$ cat src/design/ard_map.svh
`ifndef ARD_MAP_SVH
`define ARD_MAP_SVH

// Bus geometry
`define ARD_NUM         16
`define ARD_IDXW        4
`define ARD_AW          32
`define ARD_DW          32
`define ARD_RESPW       2

// Built-in defaults, replaceable through module parameters
`define ARD_DEF_MASTER  4'h0
`define ARD_DEF_SLAVE   4'h0

// Range register reset values: a zero size matches no address
`define ARD_RST_BASE    32'h0000_0000
`define ARD_RST_SIZE    32'h0000_0000

// Arbitration constants: reset index, round-robin pointer step and empty request vector
`define ARD_RST_IDX     4'h0
`define ARD_IDX_ONE     4'h1
`define ARD_NO_REQ      16'h0000

`endif

$ cat src/design/ard_pkg.sv
`include "ard_map.svh"

package ard_pkg;

    typedef logic [`ARD_IDXW-1:0]  ard_idx_type;
    typedef logic [`ARD_NUM-1:0]   ard_vec_type;
    typedef logic [`ARD_AW-1:0]    ard_word_type;
    typedef logic [`ARD_RESPW-1:0] ard_resp_type;

endpackage

$ cat src/design/ard_arbiter_decoder.sv
`include "ard_map.svh"

module ard_arbiter_decoder
    import ard_pkg::*;
#(
    parameter ard_idx_type DEF_MASTER = `ARD_DEF_MASTER,
    parameter ard_idx_type DEF_SLAVE  = `ARD_DEF_SLAVE
) (
    input  wire logic                          core_clk,
    input  wire logic                          reset,
    // Arbitration
    input  wire logic [`ARD_NUM-1:0]           hbusreq,
    input  wire logic [`ARD_NUM-1:0]           hlock,
    output logic      [`ARD_NUM-1:0]           hgrant,
    output logic      [`ARD_IDXW-1:0]          hmaster,
    output logic                               hmastlock,
    // Address phase of the shared bus
    input  wire logic [`ARD_AW-1:0]            haddr,
    // Slave side
    output logic      [`ARD_NUM-1:0]           hsel,
    input  wire logic [`ARD_NUM-1:0]           hreadyoutS,
    input  wire logic [`ARD_NUM*`ARD_RESPW-1:0] hrespS,
    input  wire logic [`ARD_NUM*`ARD_DW-1:0]   hrdataS,
    // Steered response
    output logic                               hready,
    output logic      [`ARD_RESPW-1:0]         hresp,
    output logic      [`ARD_DW-1:0]            hrdata,
    // Map programming port
    input  wire logic                          cfgWrEn,
    input  wire logic [`ARD_IDXW-1:0]          cfgIdx,
    input  wire logic [`ARD_AW-1:0]            cfgBase,
    input  wire logic [`ARD_AW-1:0]            cfgSize,
    // Exported slave map
    output logic      [`ARD_NUM*`ARD_AW-1:0]   mapBase,
    output logic      [`ARD_NUM*`ARD_AW-1:0]   mapSize
);

    ////////////////////////////////////////////////////////////////////////////
    // Helpers

    // First requester strictly after ptr, wrapping; ptr itself comes last
    function automatic ard_idx_type rrPick(input ard_vec_type req,
                                           input ard_idx_type ptr);
        ard_idx_type cand;
        ard_idx_type pick;
        logic        found;
        pick  = ptr;
        found = 1'b0;
        cand  = ptr;
        for (int k = 0; k < `ARD_NUM; k++) begin
            cand = cand + `ARD_IDX_ONE;
            if (!found && req[cand]) begin
                pick  = cand;
                found = 1'b1;
            end
        end
        return pick;
    endfunction

    // Half-open window; sum kept one bit wider so the top never wraps
    function automatic logic inRange(input ard_word_type addr,
                                     input ard_word_type base,
                                     input ard_word_type size);
        logic [`ARD_AW:0] top;
        top = {1'b0, base} + {1'b0, size};
        return ({1'b0, addr} >= {1'b0, base}) && ({1'b0, addr} < top);
    endfunction

    function automatic ard_vec_type idxToVec(input ard_idx_type idx);
        ard_vec_type v;
        v      = `ARD_NO_REQ;
        v[idx] = 1'b1;
        return v;
    endfunction

    ////////////////////////////////////////////////////////////////////////////
    // Slave range registers

    ard_word_type base_r   [`ARD_NUM];
    ard_word_type size_r   [`ARD_NUM];
    ard_word_type base_nxt [`ARD_NUM];
    ard_word_type size_nxt [`ARD_NUM];

    // Host writes one slot at a time; apart from reset nothing else touches the map
    always_comb begin
        for (int i = 0; i < `ARD_NUM; i++) begin
            base_nxt[i] = base_r[i];
            size_nxt[i] = size_r[i];
        end
        if (cfgWrEn) begin
            base_nxt[cfgIdx] = cfgBase;
            size_nxt[cfgIdx] = cfgSize;
        end
    end

    // Zero size means an empty window, so every access goes to the default slave
    always_ff @(posedge core_clk or posedge reset) begin
        if (reset) begin
            for (int i = 0; i < `ARD_NUM; i++) begin
                base_r[i] <= `ARD_RST_BASE;
                size_r[i] <= `ARD_RST_SIZE;
            end
        end else begin
            for (int i = 0; i < `ARD_NUM; i++) begin
                base_r[i] <= base_nxt[i];
                size_r[i] <= size_nxt[i];
            end
        end
    end

    // Map is exported straight from the flip-flops
    always_comb begin
        for (int i = 0; i < `ARD_NUM; i++) begin
            mapBase[i*`ARD_AW +: `ARD_AW] = base_r[i];
            mapSize[i*`ARD_AW +: `ARD_AW] = size_r[i];
        end
    end

    ////////////////////////////////////////////////////////////////////////////
    // Arbiter

    ard_idx_type grant_r;
    ard_idx_type grant_nxt;
    ard_idx_type master_r;
    ard_idx_type master_nxt;
    logic        mastlock_r;
    logic        mastlock_nxt;
    logic        lockHold;

    // The granted master (grant_r) keeps the bus while it holds its lock
    assign lockHold = hlock[grant_r];

    // Arbitration point is every ready cycle, so ownership hands over
    // without a dead cycle between transfers
    always_comb begin
        grant_nxt    = grant_r;
        master_nxt   = master_r;
        mastlock_nxt = mastlock_r;
        if (hready) begin
            if (lockHold) begin
                grant_nxt = grant_r;
            end else if (|hbusreq) begin
                grant_nxt = rrPick(hbusreq, grant_r);
            end else begin
                grant_nxt = DEF_MASTER;
            end
            master_nxt   = grant_r;
            mastlock_nxt = lockHold;
        end
    end

    // Reset parks the bus on the default master given by parameter DEF_MASTER,
    // so a substituted default owns the bus from the first cycle
    always_ff @(posedge core_clk or posedge reset) begin
        if (reset) begin
            grant_r    <= DEF_MASTER;
            master_r   <= DEF_MASTER;
            mastlock_r <= 1'b0;
        end else begin
            grant_r    <= grant_nxt;
            master_r   <= master_nxt;
            mastlock_r <= mastlock_nxt;
        end
    end

    assign hgrant    = idxToVec(grant_r);
    assign hmaster   = master_r;
    assign hmastlock = mastlock_r;

    ////////////////////////////////////////////////////////////////////////////
    // Decoder

    ard_vec_type hitVec;
    ard_idx_type selIdx;
    logic        anyHit;
    ard_idx_type dataSel_r;
    ard_idx_type dataSel_nxt;

    // Lowest slave number wins if the host programs overlapping windows
    always_comb begin
        selIdx = DEF_SLAVE;
        anyHit = 1'b0;
        for (int i = 0; i < `ARD_NUM; i++) begin
            hitVec[i] = inRange(haddr, base_r[i], size_r[i]);
        end
        for (int i = `ARD_NUM - 1; i >= 0; i--) begin
            if (hitVec[i]) begin
                selIdx = ard_idx_type'(i);
                anyHit = 1'b1;
            end
        end
    end

    assign hsel = idxToVec(selIdx);

    // Data phase follows the address phase only when the bus moves on
    always_comb begin
        dataSel_nxt = dataSel_r;
        if (hready) begin
            dataSel_nxt = selIdx;
        end
    end

    always_ff @(posedge core_clk or posedge reset) begin
        if (reset) begin
            dataSel_r <= DEF_SLAVE;
        end else begin
            dataSel_r <= dataSel_nxt;
        end
    end

    // Response mux is combinational by nature; a register here would
    // cost a wait state on every transfer
    assign hready = hreadyoutS[dataSel_r];
    assign hresp  = hrespS[dataSel_r*`ARD_RESPW +: `ARD_RESPW];
    assign hrdata = hrdataS[dataSel_r*`ARD_DW +: `ARD_DW];
endmodule

$ cat config.mk
export PLATFORM = sky130hd
export DESIGN_NAME = ard_arbiter_decoder
export DESIGN_NICKNAME = d
export VERILOG_FILES = /design/src/design/ard_pkg.sv /design/src/design/ard_arbiter_decoder.sv
export VERILOG_INCLUDE_DIRS = /design/src /design/src/design
export SDC_FILE = /design/constraint.sdc
export NUM_CORES = 2
export LEC_CHECK = 0
export BUFFER_PORTS_ARGS = -buffer_cell sky130_fd_sc_hd__buf_2
export CORE_AREA = 2 2 700 702
export CTS_BUF_LIST = sky130_fd_sc_hd__clkbuf_16
export DETAILED_ROUTE_END_ITERATION = 10
export DIE_AREA = 0 0 702 704
export GPL_TIMING_DRIVEN = 0
export HOLD_SLACK_MARGIN = 0.03
export PLACE_DENSITY_LB_ADDON = 0.1
export SKIP_LAST_GASP = 1
export SLEW_MARGIN = 20
export SYNTH_ARGS = -nofsm -noshare
export SYNTH_HDL_FRONTEND = slang
export SYNTH_SLANG_ARGS = --single-unit
$ cat constraint.sdc
create_clock -name core_clk -period 47.2 [get_ports core_clk]
set_input_delay 9.44 -clock core_clk [delete_from_list [all_inputs] [get_ports core_clk]]
set_output_delay 9.44 -clock core_clk [all_outputs]
set_load 0.01 [all_outputs]
==> flow_metrics.tcl <==
set metrics [dict create \
    fin_crit_ps 25020 \
    drt_wl_total_mm 650 \
    synth_nets 11700 \
    cts_num_sinks 1037 \
    max_freq_mhz 40.0 \
    ys_ff_latch 1037 \
    htreeDepth 4 \
    fin_skew_ps 44.2 \
    area_delta_synth_final_pct 26.5 \
    num_vias 86600 \
    die_area_sq_um 494000 \
    power.leakage_uw 0.0554 \
    start_util_pct 18.8 \
    core-area_sq_um 487000 \
    synthTopCellsByCount "1524 x ha_1, 1037 x dfrtp_1, 750 x o21ai_0" \
    multi_input_area_sq_um 62200 \
    busiest_layer "met2" \
    nFillCells 53100 \
    utilization_pct 23.8 \
    layout-drive-gt1-share_pct 27.7 \
    postCtsHoldBufs 0 \
    antenna_found_initial 166 \
    grt_pass1_wl_mm 837 \
    yosysMostFrequentCell "ha_1" \
    path_clk_slew_ps 40 \
    wl_per_cell_um 35.6 \
    syn_area_per_cell_sq_um 9.67 \
    routabilityCongestion 0.907 \
    setup_violations 0 \
    synth_area_leaders "dfrtp_1 28%, ha_1 21%, mux2_2 9.2%" \
    async_flop_share_pct 100 \
    grt.met3_usage_pct 4.99 \
    syn_area_sq_um 91500 \
    yosysWarnings 0 \
    hold_viol 0 \
    ir_worst_vdd_mv 0.0490 \
    worstSetupEndpoint "hsel[5]" \
    hpwl_mm 558 \
    rows 257 \
    port_buffers 1790 \
    drtIter0Drc 6942 \
    r2r_slack_ps 36230 \
    seq_area_sq_um 25900 \
    yosysTopAreaCell "dfrtp_1" \
    viasPerCell 4.75 \
    ys_dominant_reg_cell "dfrtp_1" \
    cts-root-buf "clkbuf_16" \
    use_met2_pct 43.0 \
    startpoint_type "input port" \
    reg2reg_to "dataSel_r[3]" \
    ctsResizeCount 0 \
    cts_tree "built" \
    firstDrtPassIters 5 \
    r2r_cells 26 \
    arrival_ps 15580 \
    seq_area_frac_synth_pct 28.3 \
    drv_cap 0 \
    clock_path_buffers 4 \
    die_h_um 704 \
    outcome "completed" \
    grt-ovfl-total 0 \
    hp-class "reg -> reg" \
    slew_headroom_pct 11.6 \
    clk_latency_ps 900 \
    rsz0062_at_grt "false" \
    timing.rr.start "mapBase[225]" \
    period_share_pct 53.0 \
    synth_cells 9468 \
    synth_edf_count 0 \
    maxSlewViolCount 0 \
    cts_made_buffers 161 \
    critPathMaxFanout 32 \
    antenna_left 0 \
    cts_setup_buffers 0 \
    die_w_um 702 \
    first_global_vias 82300 \
    grt_max_degree 94 \
    ios 1791 \
    fin_cells 18200 \
    track_usage_pct 25.3 \
    crit_type "in -> out" \
    yosysTopAreaCellShare_pct 28.3 \
    grtUsageMet1_pct 29.0 \
    tightest_slew_ps 1310 \
    place_inst 17800 \
    powerDensity_nw_per_um2 66.1 \
    crit_start "haddr[14]" \
    route.detailed.drc 0 \
    required_ps 37760 \
    synth.distinct_cells 85 \
    end_kind "primary output" \
    final_nets 13700 \
]
how the worst min path moves through the flow:
| stage | slack [ps] | cells after the start | start | end |
|---|---|---|---|---|
| after floorplan | 550 | 1 | hmaster[0] | hmaster[0] |
| after global placement | 500 | 1 | hmaster[0] | hmaster[0] |
| after detailed placement | 500 | 1 | hmaster[0] | hmaster[0] |
| after CTS | 510 | 1 | hmaster[2] | hmaster[2] |
| after global routing | 540 | 1 | hmaster[2] | hmaster[2] |
| final | 510 | 1 | hmaster[2] | hmaster[2] |
cell type report:
cell class / count / share of cell area [%]
multi-input combinational: 7482 / 53.7
sequential: 1037 / 22.4
timing repair buffer: 1848 / 8.95
tap: 6475 / 7.00
clock buffer: 166 / 3.59
inverter: 665 / 2.16
buffer: 284 / 1.04
clock inverter: 121 / 0.831
antenna: 164 / 0.354
placed cells by master (no fill, tap or decap), drive strengths merged, types with 238 or more instances in the layout:
| cell | instances |
|---|---|
| nand2 | 670 |
| xor2 | 238 |
| nor2 | 359 |
| dfrtp | 1037 |
| clkbuf | 409 |
| inv | 699 |
| a21o | 406 |
| buf | 1889 |
| ha | 1524 |
| o21ai | 751 |
| mux2 | 749 |
| a21oi | 657 |
stage by stage:
stage | hold WS, ps | TNS [ps] | instance area, sq um | total power (uW) | setup WS [ps]
floorplan | 551 | 0 | 91500 | 4270 | 8570
global placement | 498 | -9183910 | 109000 | 6340 | -9420
detailed placement | 497 | 0 | 110000 | 6400 | 22020
CTS | 512 | 0 | 115000 | 7700 | 21990
global route | 539 | 0 | 116000 | 8180 | 21980
finish | 514 | 0 | 116000 | 7660 | 22180
flip-flops by register name, indices dropped and copies added (netlist names):
| register | count |
|---|---|
| hmastlock | 1 |
| mapSize | 512 |
| dataSel_r | 4 |
| mapBase | 512 |
| grant_r | 4 |
| hmaster | 4 |
power by group:
part           internal [uW]  switching, uW  total, uW
Combinational           1880           3170       5050
Sequential              1100            265       1370
Clock                    712            527       1240
Total                   3690           3970       7660
logic make-up after synthesis:
kind of cell    after synthesis  synth area share (%)
compound gates             2553                  17.5
flops                      1037                  28.3
xor+xnor                    462                  4.55
buf+inv                     949                  3.90
mux                         969                  14.2
simple gates               1958                  10.3
fa+ha+maj                  1540                  21.2
metal layers:
layer	up-vias	wire length (um)
met3	833	38000
li1	39300	-
met5	-	567
met2	3126	312000
met4	82	48100
met1	43200	251000
critical path: stages:
cell and delay (ps):
buf_4 530, ha_1 380, a21o_1 190, a21oi_1 140, nor2b_1 70, o21ai_0 450
o21ai_0 310, or4_1 660, a31oi_1 700, o31a_1 600, nand2_1 110, a311oi_1 700
o21ai_0 610, nor3_1 320, buf_2 170
(Power assumes the default switching activity.)
